===== config.mk =====
export PLATFORM = sky130hd
export DESIGN_NAME = ext_irq_detect_and_priority
export DESIGN_NICKNAME = d
export VERILOG_FILES = /design/src/design/ext_irq_pkg.sv /design/src/design/ext_irq_detect_and_priority.sv
export VERILOG_INCLUDE_DIRS = /design/src /design/src/design
export SDC_FILE = /design/constraint.sdc
export NUM_CORES = 1
export LEC_CHECK = 0
export BUFFER_PORTS_ARGS = -buffer_cell sky130_fd_sc_hd__buf_2
export CORE_UTILIZATION = 52
export DETAILED_ROUTE_END_ITERATION = 16
export MAX_ROUTING_LAYER = met4
export PLACE_DENSITY = 0.8
export SLEW_MARGIN = 20
export SYNTH_ARGS = -nofsm -noshare
export SYNTH_HDL_FRONTEND = slang
export SYNTH_SLANG_ARGS = --single-unit
export TNS_END_PERCENT = 20

===== constraint.sdc =====
create_clock -name mclk_i -period 2.44 [get_ports mclk_i]
set_input_delay 0.366 -clock mclk_i [delete_from_list [all_inputs] [get_ports mclk_i]]
set_output_delay 0.366 -clock mclk_i [all_outputs]
set_load 0.03 [all_outputs]

===== src/design/ext_irq_params.svh =====
// Purpose: Offsets, field positions, reset values and codes of the
//          external request block.
// Assumes: Byte addresses on a 32-bit AXI4-Lite register bus.
// Notes: Definitions only.
`ifndef EXT_IRQ_PARAMS_SVH
`define EXT_IRQ_PARAMS_SVH

`define OFS_PRIORITY_SELECT_B 4'h0
`define OFS_EXT_REQUEST_STATUS 4'h4
`define OFS_EXT_REQUEST_ENABLE 4'h8
`define OFS_EXT_SENSE_CONTROL 4'hC
`define RST_REG8 8'h00
`define BIT_SERIAL0_PRI 3
`define BIT_SERIAL1_PRI 2
`define BIT_SERIAL2_PRI 1
`define STATUS_WMASK 8'h3F
`define REQ_COUNT 6
`define VECTOR_BASE 5'h0C
`define RESP_OKAY 2'h0
`define RESP_SLVERR 2'h2

`endif


===== src/design/ext_irq_pkg.sv =====
// Purpose: Types of the external request block.
// Assumes: Nothing beyond the parameter header.
// Notes: The write path state is a small enum.
package ext_irq_pkg;
    typedef enum logic [1:0] {
        WR_IDLE = 2'b00,
        WR_RESP = 2'b01
    } wr_state_type;
endpackage


===== src/design/ext_irq_detect_and_priority.sv =====
// Purpose: Six external active-low request pins with sense select,
//          pending flags, enables and the low half of priority reg B.
//          The upper priority bits and the arbiter sit outside.
// Assumes: Request pins are asynchronous; one 250 MHz clock.
//          Acknowledge pulses and standby come from logic on this clock.
// Notes: Registers reached over AXI4-Lite, one word each.
//        Standby clears every register but leaves the bus running.
//        Flags latch while disabled; only the request output is gated.
//        A set event in the clearing cycle keeps the flag set.
//        Bits 7 and 6 of enable and sense are storage only.
//
// Behaviour
// - Bit 3 sets serial channel 0 priority.
// - Bit 2 sets serial channel 1 priority.
// - Bit 1 sets serial channel 2 priority.
// - Bit 0 is plain storage, no effect.
// - Status clears on reset and standby.
// - Status bits 7 and 6 read zero.
// - Zero written after reading set clears flag.
// - Level mode: handling with pin high clears.
// - Edge mode: handling clears the flag.
// - Level mode: pin low sets flag.
// - Edge mode: falling pin sets flag.
// - Enable register clears on reset and standby.
// - Enable bits 7 and 6 are plain storage.
// - Enable bits 5 to 0 gate requests.
// - Sense register clears on reset and standby.
// - Sense bits 7 and 6 are plain storage.
// - Sense bits select level or falling edge.
// - Requests 0 to 5 use vectors 12-17.
// - Detection ignores pin direction.
//
// Decided for this implementation: the register offsets and the AXI4-Lite register port.
`timescale 1ns/10ps
`include "ext_irq_params.svh"

module ext_irq_detect_and_priority
    import ext_irq_pkg::*;
#(
    parameter int NREQ = `REQ_COUNT
) (
    // Clock and reset
    input wire logic mclk_i,
    input wire logic nrst_i,

    // Hardware standby, holds the registers at their reset values
    input wire logic standby_i,

    // External request pins, active low, direction independent
    input wire logic [NREQ-1:0] ext_request_pin_n_i,

    // Exception handling acknowledge, one pulse per request line
    input wire logic [NREQ-1:0] handling_ack_i,

    // AXI4-Lite write address
    input wire logic s_axi_awvalid,
    output logic s_axi_awready,
    input wire logic [3:0] s_axi_awaddr,
    input wire logic [2:0] s_axi_awprot,

    // AXI4-Lite write data
    input wire logic s_axi_wvalid,
    output logic s_axi_wready,
    input wire logic [31:0] s_axi_wdata,
    input wire logic [3:0] s_axi_wstrb,

    // AXI4-Lite write response
    output logic s_axi_bvalid,
    input wire logic s_axi_bready,
    output logic [1:0] s_axi_bresp,

    // AXI4-Lite read address
    input wire logic s_axi_arvalid,
    output logic s_axi_arready,
    input wire logic [3:0] s_axi_araddr,
    input wire logic [2:0] s_axi_arprot,

    // AXI4-Lite read data
    output logic s_axi_rvalid,
    input wire logic s_axi_rready,
    output logic [31:0] s_axi_rdata,
    output logic [1:0] s_axi_rresp,

    // Requests to the priority logic
    output logic [NREQ-1:0] ext_request_o,
    output logic [4:0] ext_vector_o,
    output logic ext_vector_valid_o,
    output logic serial0_priority_sel_o,
    output logic serial1_priority_sel_o,
    output logic serial2_priority_sel_o
);

    // Software-visible registers.
    logic [7:0] priority_select_b;
    logic [7:0] ext_request_status;
    logic [7:0] ext_request_enable;
    logic [7:0] ext_sense_control;

    // Flags that a status read saw set, armed for a clearing write.
    logic [NREQ-1:0] read_while_set;

    // Pin synchroniser and the previous sample for edge detection.
    logic [NREQ-1:0] sync1;
    logic [NREQ-1:0] sync2;
    logic [NREQ-1:0] sync_prev;

    // Write channel state and the halves parked until both are in.
    wr_state_type wr_state;
    logic [3:0] wr_addr;
    logic [31:0] wr_data;
    logic [3:0] wr_strb;
    logic aw_held;
    logic w_held;

    // Only whole aligned words decode; other offsets answer SLVERR.
    function automatic logic is_mapped(input logic [3:0] a);
        is_mapped = (a[1:0] == 2'b00);
    endfunction

    // Read mux of the four byte-wide registers; other words read 0.
    function automatic logic [7:0] reg_word(
        input logic [3:0] a,
        input logic [7:0] p,
        input logic [7:0] s,
        input logic [7:0] e,
        input logic [7:0] c
    );
        case (a)
            `OFS_PRIORITY_SELECT_B: reg_word = p;
            `OFS_EXT_REQUEST_STATUS: reg_word = s & `STATUS_WMASK;
            `OFS_EXT_REQUEST_ENABLE: reg_word = e;
            `OFS_EXT_SENSE_CONTROL: reg_word = c;
            default: reg_word = 8'h00;
        endcase
    endfunction

    // Second flop is the only reader of the first.
    // Reset to the idle high level, so no false fall follows reset.
    always_ff @(posedge mclk_i or negedge nrst_i) begin
        if (!nrst_i) begin
            sync1 <= '1;
            sync2 <= '1;
            sync_prev <= '1;
        end else begin
            sync1 <= ext_request_pin_n_i;
            sync2 <= sync1;
            sync_prev <= sync2;
        end
    end

    wire [NREQ-1:0] sense_edge = ext_sense_control[NREQ-1:0];
    wire [NREQ-1:0] pin_low = ~sync2;
    wire [NREQ-1:0] fall = sync_prev & ~sync2;

    wire [NREQ-1:0] set_level = ~sense_edge & pin_low;
    wire [NREQ-1:0] set_edge = sense_edge & fall;
    wire [NREQ-1:0] set_any = set_level | set_edge;

    // In level mode a low pin sets the flag again every cycle, so a
    // clear only sticks once the pin has gone high.
    wire [NREQ-1:0] clr_level = ~sense_edge & handling_ack_i & sync2;
    wire [NREQ-1:0] clr_edge = sense_edge & handling_ack_i;

    // Write channel: address and data are taken in either order.
    wire aw_take = s_axi_awvalid && s_axi_awready;
    wire w_take = s_axi_wvalid && s_axi_wready;

    // A parked half wins over the bus once it has been taken.
    wire [3:0] eff_addr = aw_held ? wr_addr : s_axi_awaddr;
    wire [31:0] eff_data = w_held ? wr_data : s_axi_wdata;
    wire [3:0] eff_strb = w_held ? wr_strb : s_axi_wstrb;
    wire have_aw = aw_held || aw_take;
    wire have_w = w_held || w_take;
    wire do_write = (wr_state == WR_IDLE) && have_aw && have_w;

    // Only byte lane 0 carries register bits; upper lanes are ignored.
    wire wr_lane0 = do_write && eff_strb[0] && is_mapped(eff_addr);
    wire wr_pri = wr_lane0 && (eff_addr == `OFS_PRIORITY_SELECT_B);
    wire wr_sts = wr_lane0 && (eff_addr == `OFS_EXT_REQUEST_STATUS);
    wire wr_ena = wr_lane0 && (eff_addr == `OFS_EXT_REQUEST_ENABLE);
    wire wr_sns = wr_lane0 && (eff_addr == `OFS_EXT_SENSE_CONTROL);

    // Clearing needs a 0 written to a flag that a read saw set.
    wire [NREQ-1:0] clr_sw = wr_sts ?
        (read_while_set & ~eff_data[NREQ-1:0]) : '0;

    // Read channel. Reads change nothing except that a status read
    // arms the clearing write.
    wire ar_take = s_axi_arvalid && s_axi_arready;
    wire rd_sts = ar_take && (s_axi_araddr == `OFS_EXT_REQUEST_STATUS);

    // A new event in the clearing cycle wins over the clear.
    // Flags keep latching while disabled; only the request is gated.
    wire [NREQ-1:0] next_flags = set_any |
        (ext_request_status[NREQ-1:0] & ~(clr_sw | clr_level | clr_edge));

    // Bits 7 and 6 are never stored, so they always read 0.
    always_ff @(posedge mclk_i or negedge nrst_i) begin
        if (!nrst_i) begin
            ext_request_status <= `RST_REG8;
        end else if (standby_i) begin
            ext_request_status <= `RST_REG8;
        end else begin
            ext_request_status <= {2'b00, next_flags};
        end
    end

    // A flag is armed for a clearing write only after a read saw it set.
    // A status write disarms every flag unless a status read is taken in the
    // same cycle, so an old read cannot clear a flag that was set again afterwards.
    always_ff @(posedge mclk_i or negedge nrst_i) begin
        if (!nrst_i) begin
            read_while_set <= '0;
        end else if (standby_i) begin
            read_while_set <= '0;
        end else if (rd_sts) begin
            read_while_set <= ext_request_status[NREQ-1:0];
        end else if (wr_sts) begin
            read_while_set <= '0;
        end else begin
            read_while_set <= read_while_set & next_flags;
        end
    end

    // Standby acts as a synchronous clear; the bus logic keeps going,
    // so a write that lands during standby is lost.
    always_ff @(posedge mclk_i or negedge nrst_i) begin
        if (!nrst_i) begin
            priority_select_b <= `RST_REG8;
            ext_request_enable <= `RST_REG8;
            ext_sense_control <= `RST_REG8;
        end else if (standby_i) begin
            priority_select_b <= `RST_REG8;
            ext_request_enable <= `RST_REG8;
            ext_sense_control <= `RST_REG8;
        end else begin
            if (wr_pri) begin
                priority_select_b <= eff_data[7:0];
            end
            if (wr_ena) begin
                ext_request_enable <= eff_data[7:0];
            end
            if (wr_sns) begin
                ext_sense_control <= eff_data[7:0];
            end
        end
    end

    // Address and data that arrive apart are parked until the other
    // half is taken; the write then commits at that same edge.
    always_ff @(posedge mclk_i or negedge nrst_i) begin
        if (!nrst_i) begin
            wr_state <= WR_IDLE;
            aw_held <= 1'b0;
            w_held <= 1'b0;
            wr_addr <= 4'h0;
            wr_data <= 32'h0000_0000;
            wr_strb <= 4'h0;
            s_axi_bvalid <= 1'b0;
            s_axi_bresp <= `RESP_OKAY;
        end else begin
            case (wr_state)
                WR_IDLE: begin
                    if (do_write) begin
                        wr_state <= WR_RESP;
                        aw_held <= 1'b0;
                        w_held <= 1'b0;
                        s_axi_bvalid <= 1'b1;
                        s_axi_bresp <= is_mapped(eff_addr) ?
                            `RESP_OKAY : `RESP_SLVERR;
                    end else begin
                        if (aw_take) begin
                            aw_held <= 1'b1;
                            wr_addr <= s_axi_awaddr;
                        end
                        if (w_take) begin
                            w_held <= 1'b1;
                            wr_data <= s_axi_wdata;
                            wr_strb <= s_axi_wstrb;
                        end
                    end
                end
                WR_RESP: begin
                    if (s_axi_bready) begin
                        s_axi_bvalid <= 1'b0;
                        wr_state <= WR_IDLE;
                    end
                end
                default: wr_state <= WR_IDLE;
            endcase
        end
    end

    // Ready is registered so that every bus output comes from a flop.
    // Each ready stays low from its own handshake until the write has
    // been answered, so a second write waits until the response has been taken.
    always_ff @(posedge mclk_i or negedge nrst_i) begin
        if (!nrst_i) begin
            s_axi_awready <= 1'b0;
            s_axi_wready <= 1'b0;
        end else begin
            s_axi_awready <= (wr_state == WR_IDLE) && !do_write &&
                !aw_held && !aw_take;
            s_axi_wready <= (wr_state == WR_IDLE) && !do_write &&
                !w_held && !w_take;
        end
    end

    // One read at a time: arready stays low from the taken address
    // until the data has been accepted.
    always_ff @(posedge mclk_i or negedge nrst_i) begin
        if (!nrst_i) begin
            s_axi_arready <= 1'b0;
            s_axi_rvalid <= 1'b0;
            s_axi_rdata <= 32'h0000_0000;
            s_axi_rresp <= `RESP_OKAY;
        end else if (s_axi_rvalid) begin
            if (s_axi_rready) begin
                s_axi_rvalid <= 1'b0;
                s_axi_arready <= 1'b1;
            end
        end else if (ar_take) begin
            s_axi_arready <= 1'b0;
            s_axi_rvalid <= 1'b1;
            s_axi_rdata <= {24'h000000, reg_word(s_axi_araddr,
                priority_select_b, ext_request_status,
                ext_request_enable, ext_sense_control)};
            s_axi_rresp <= is_mapped(s_axi_araddr) ?
                `RESP_OKAY : `RESP_SLVERR;
        end else begin
            s_axi_arready <= 1'b1;
        end
    end

    // Lowest numbered pending request gives the vector, as the default
    // order favours smaller vector numbers.
    // It is worked out from next_flags so that it leaves the block in
    // the same cycle as the request lines that it belongs to.
    wire [NREQ-1:0] active = next_flags & ext_request_enable[NREQ-1:0];
    logic [4:0] next_vector;

    always_comb begin
        next_vector = 5'h00;
        for (int i = NREQ - 1; i >= 0; i--) begin
            if (active[i]) begin
                next_vector = `VECTOR_BASE + 5'(i);
            end
        end
    end

    always_ff @(posedge mclk_i or negedge nrst_i) begin
        if (!nrst_i) begin
            ext_request_o <= '0;
            ext_vector_o <= 5'h00;
            ext_vector_valid_o <= 1'b0;
            serial0_priority_sel_o <= 1'b0;
            serial1_priority_sel_o <= 1'b0;
            serial2_priority_sel_o <= 1'b0;
        end else begin
            ext_request_o <= standby_i ? '0 : active;
            // Standby zeroes the vector too, so vector and valid agree.
            ext_vector_o <= standby_i ? 5'h00 : next_vector;
            ext_vector_valid_o <= !standby_i && (|active);
            serial0_priority_sel_o <=
                priority_select_b[`BIT_SERIAL0_PRI];
            serial1_priority_sel_o <=
                priority_select_b[`BIT_SERIAL1_PRI];
            serial2_priority_sel_o <=
                priority_select_b[`BIT_SERIAL2_PRI];
        end
    end

endmodule


* Word-level counts from Yosys, hierarchy flattened *
Cells that the tools add are included.

storage, ports and cells
  bits in registers = 103
  output and inout bits = 56
  logic and storage cells = 145

operators by class
  eq/ne operators = 10
  mux-type cells = 41
  bitwise logic cells = 20
  reductions and logical operators = 46

operator list
  cell                                                 count
  AND 6 bit                                            10
  2-to-1 mux 8 bit                                     7
  2-to-1 mux 6 bit                                     6
  2-to-1 mux 5 bit                                     7
  case mux 8 bit (4 select lines)                      1
  NOT 6 bit                                            4
  bitwise OR 6 bit                                     4
  logical AND 1 bit                                    18
  equality test 4 bit, second input constant           4
  2-to-1 mux 1 bit                                     13
  nonzero test 2 bit                                   6
  AND reduction 2 bit                                  5
  AND reduction 3 bit                                  3
  equality test 4 x 3 -> 1 bit, second input constant  2
  zero test 4 bit                                      2
  2-to-1 mux 2 bit                                     4
  zero test 1 bit                                      6
  zero test 2 bit                                      3
  OR reduction 6 bit                                   1
  2-to-1 mux 4 bit                                     1
  != test 2 bit, second input constant                 2
  case mux 2 bit (2 select lines)                      1
  equality test 2 x 1 -> 1 bit, second input constant  1
  logical OR 1 bit                                     2
  other kinds (3)                                      4

* Longest topological paths before layout *
  depth after elaboration = 21
  depth in mapped cells = 8
  gate-level depth less buffers = 6

* Worst setup path before layout *
No wires, ideal clock.

  path kind = register to register
  start = reg aw_held
  end = reg ext_vector_valid_o
  library setup time = 136 ps
  arrival = 1847 ps
  required time = 2304 ps
  path slack = 456 ps
  stages on the path, launching flop included = 7
  path buffers = 0
  cells stage by stage = dfrtp_1 -> or3_1 -> a211oi_2 -> and2_4 -> a31oi_2 -> nor4b_4 -> o21ai_0

between the ends
  longest elaborated chain between the ends = 15
  elaborated cells on any way between the ends = 18

ends and longest elaborated chain
  item                               line                                text
  from (decl)                        ext_irq_detect_and_priority.sv:112  logic aw_held;
  from (signal assigned)             ext_irq_detect_and_priority.sv:254  aw_held <= 1'b0;
  from (signal assigned)             ext_irq_detect_and_priority.sv:266  aw_held <= 1'b0;
  from (signal assigned)             ext_irq_detect_and_priority.sv:273  aw_held <= 1'b1;
  logical OR 1 bit                   ext_irq_detect_and_priority.sv:172  wire have_aw = aw_held || aw_take;
  logical AND 1 bit (2 in a row)     ext_irq_detect_and_priority.sv:174  wire do_write = (wr_state == WR_IDLE) && have_aw && have_w;
  logical AND 1 bit (2 in a row)     ext_irq_detect_and_priority.sv:177  wire wr_lane0 = do_write && eff_strb[0] && is_mapped(eff_addr);
  logical AND 1 bit (*)              ext_irq_detect_and_priority.sv:179  wire wr_sts = wr_lane0 && (eff_addr == `OFS_EXT_REQUEST_STATUS);
  2-to-1 mux 6 bit (*)               ext_irq_detect_and_priority.sv:184  wire [NREQ-1:0] clr_sw = wr_sts ?
  bitwise OR 6 bit (*) (2 in a row)  ext_irq_detect_and_priority.sv:195  (ext_request_status[NREQ-1:0] & ~(clr_sw | clr_level | clr_edge));
  NOT 6 bit (*)                      ext_irq_detect_and_priority.sv:195
  AND 6 bit (*)                      ext_irq_detect_and_priority.sv:195
  bitwise OR 6 bit (*)               ext_irq_detect_and_priority.sv:194  wire [NREQ-1:0] next_flags = set_any |
  AND 6 bit (*)                      ext_irq_detect_and_priority.sv:339  wire [NREQ-1:0] active = next_flags & ext_request_enable[NREQ-1:0];
  OR reduction 6 bit (*)             ext_irq_detect_and_priority.sv:363  ext_vector_valid_o <= !standby_i && (|active);
  logical AND 1 bit (*)              ext_irq_detect_and_priority.sv:363
  to (signal assigned)               ext_irq_detect_and_priority.sv:363
  to (decl)                          ext_irq_detect_and_priority.sv:87   output logic ext_vector_valid_o,

Every way passes the cells marked *; elsewhere a longest branch is shown, timed or not.
A chain may end at the register's enable or synchronous reset.

* Final worst setup path *
Ends and elaborated chain as after synthesis.

==> results.cfg <==
[status]
outcome = finished clean

[synth]
synth_flop_cell = dfrtp_1
synth.most_common_cell = dfrtp_1
synth_top_area_share_pct = 45.7
netlist_top_cells_count = dfrtp_1, nor2_1, buf_4
seq_area_frac_synth_pct = 56.5
synth_edf_count = 0
netlist_instances = 359
synth_compound_gate_area_share_pct = 12.1
synth.avg_cell_area_um2 = 12.2
synth-adder-area-share_pct = 0
synth_top_family_by_area = multiplexers
synth_area_leaders = dfrtp_1, dfstp_2, mux2i_1
muxShareOfSynthArea_pct = 14.2
synth_area_mm2 = 0.00438
yosys.area_share.simple_pct = 9.92
yosysUniqueCellTypes = 48
ys_warn_count = 0
yosys.area_share.xor_xnor_pct = 0
async_flop_share_pct = 100
yosys.area.top_type = dfrtp_1
synth-seq-cells = 98

[die]
core-area_mm2 = 0.00818
die_area_mm2 = 0.00879
chipHeight_um = 93.8
num_io_pins = 126
die-width_um = 93.8
row_count = 33
start_util_pct = 53.6

[clock_network]
postCtsSetupBuffers = 0
clock-sinks = 98
cts-buffers-inserted = 9
cts_tree = done
cts_resized = 0
clk-insertion-delay-late_ns = 0.37
cts.path.max_buffers = 2
h-tree-depth = 3
clockRootBuffer = clkbuf_8
clk_pin_slew_ns = 0.09

[job]
maxCapViolations = 0

[global_routing]
use_met1_pct = 29.1
grt_util_met2_pct = 34.1
grt_max_degree = 57
grt_antenna_before_repair = 0
overflow = 0
grt_pass1_vias = 2906
grt.busiest_layer = met2
use_met3_pct = 5.26
track_usage_pct = 22.4
grt_pass1_wl_um = 14300

[placed_design]
gp_congestion = 0.849
hpwl_um = 6220
pre_cts_ws_ns = 0.159
io_buffer_count = 66

[sta]
report.final.slew_viol_count = 0
fin_ws_ns = 0.158
period_needed_ns = 2.28
maxSlewHeadroom_pct = 61.4
rsz0062_at_grt = false
fmax_mhz = 438
finalSetupTns_ns = 0
final_hold_viol_count = 0
fin_worst_skew_ns = 0.00998
setup_viol = 0
fin_hold_ws_ns = 0.0824
worst_slew_pin_slew_ns = 0.579
min_period_over_period_pct = 93.5

[finish]
diodes = 0
nFillCells = 643
synthToLayoutAreaGrowth_pct = 14.3
drive_above_1_share_pct = 33.0
layout.nets = 502

[setup_path]
critical_path_class = reg2reg
crit_arrival_ns = 2.51
cp-start-kind = flop
path_max_fanout = 7
cp.required_ns = 2.67
crit_path_end_kind = flop

[power_and_ir_drop]
p_leak_uw = 0.00250
pwr_density_cell_mw_per_mm2 = 830
p_total_uw = 4150
vdd_drop_max_uv = 454

[route]
ant_nets = 0
wl_per_cell_um = 16.2
drt_drc_violations_left = 0
vias_per_cell = 5.46
first_pass_iters = 4
vias = 2962
wirelength_um = 8780
drt_iter0_markers = 190

[min_path]
hold_class = in2reg
[power breakdown]
group | leakage [uW] | switching [uW] | internal (uW)
Sequential | 0.00125 | 146 | 1840
Clock | 0.000111 | 551 | 609
Combinational | 0.00114 | 606 | 397
Total | 0.00250 | 1300 | 2850
[layer usage]
| metal | wire (um) | up-vias |
|---|---|---|
| li1 | - | 1353 |
| met1 | 3770 | 1449 |
| met2 | 4110 | 137 |
| met3 | 665 | 23 |
| met4 | 225 | 0 |
| met5 | 0 | - |
[placed cells by master (no fill, tap or decap), types with 2 or more instances in the layout]
cell,count
a41o_1,2
and2_1,8
o21ai_0,12
o31ai_1,2
buf_4,8
or2_2,2
a21o_1,4
or3b_1,2
mux4_2,6
clkbuf_1,2
nor2_1,37
nor2b_1,5
nand2_1,11
a31oi_1,2
conb_1,26
clkbuf_8,10
dfrtp_1,80
a22o_1,8
buf_12,2
nand3_1,4
nand2b_1,4
mux2i_1,26
inv_1,16
and3_1,2
bufinv_16,2
nor3_1,3
a211oi_1,4
mux2_2,20
a32o_1,7
dfstp_2,18
a21oi_1,16
buf_2,65
[critical path: stages, from the launching register on]
cell and delay [ns]:
dfrtp_1 0.45, or3_1 0.42, a211oi_2 0.39, and2_4 0.29, a31oi_2 0.15, nor4b_4 0.31, o21ai_0 0.13
[sequential cells by signal, summed over array words and instances (netlist names), 6 cells and up]
register / flops
sync2: 6
ext_sense_control: 8
s_axi_rdata: 8
sync1: 6
ext_request_status: 6
ext_request_enable: 8
priority_select_b: 8
read_while_set: 6
ext_request_o: 6
wr_data: 8
sync_prev: 6
[kinds of logic after synthesis]
logic type	after synthesis
buffers and inverters	55
multiplexers	52
AND/OR/NAND/NOR	85
other	1
AO/OA/AOI/OAI	68
flip-flops	98
[per-stage QoR]
step | utilization (%) | instance area [um2] | cells
2_1_floorplan | - | 4470 | 384
3_3_place_gp | 58.4 | 4770 | 525
3_5_place_dp | 58.4 | 4770 | 525
4_1_cts | 61.1 | 4990 | 541
5_1_grt | 61.2 | 5000 | 542
6_report | 61.2 | 5000 | 542
[layout make-up]
class / instances / area (um2) / area share (%)
clock buffer: 12 / 145 / 2.90
clock inverter: 4 / 73.8 / 1.48
inverter: 16 / 60.1 / 1.20
multi-input combinational: 231 / 1680 / 33.6
sequential: 98 / 2470 / 49.5
tap: 105 / 131 / 2.63
timing repair buffer: 76 / 435 / 8.70
[timing repair]
item                       CTS  global route
setup endpoints to repair    0             0
hold endpoints to repair     0             1
hold buffers                 0             1
[final timing paths]
| path | to | slack, ns | startpoint | cells after the start |
|---|---|---|---|---|
| min in group asynchronous | s_axi_bresp[1] | 0.53 | nrst_i | 2 |
| worst min register to register | sync2[1] | 0.36 | sync1[1] | 0 |
| worst max register to register | ext_vector_valid_o | 0.16 | aw_held | 6 |
| worst max-delay path | ext_vector_valid_o | 0.16 | aw_held | 6 |
| worst min-delay path | sync1[3] | 0.08 | ext_request_pin_n_i[3] | 1 |
| max in group asynchronous | sync2[5] | 1.14 | nrst_i | 3 |
Power figures use the tool's default switching activity.
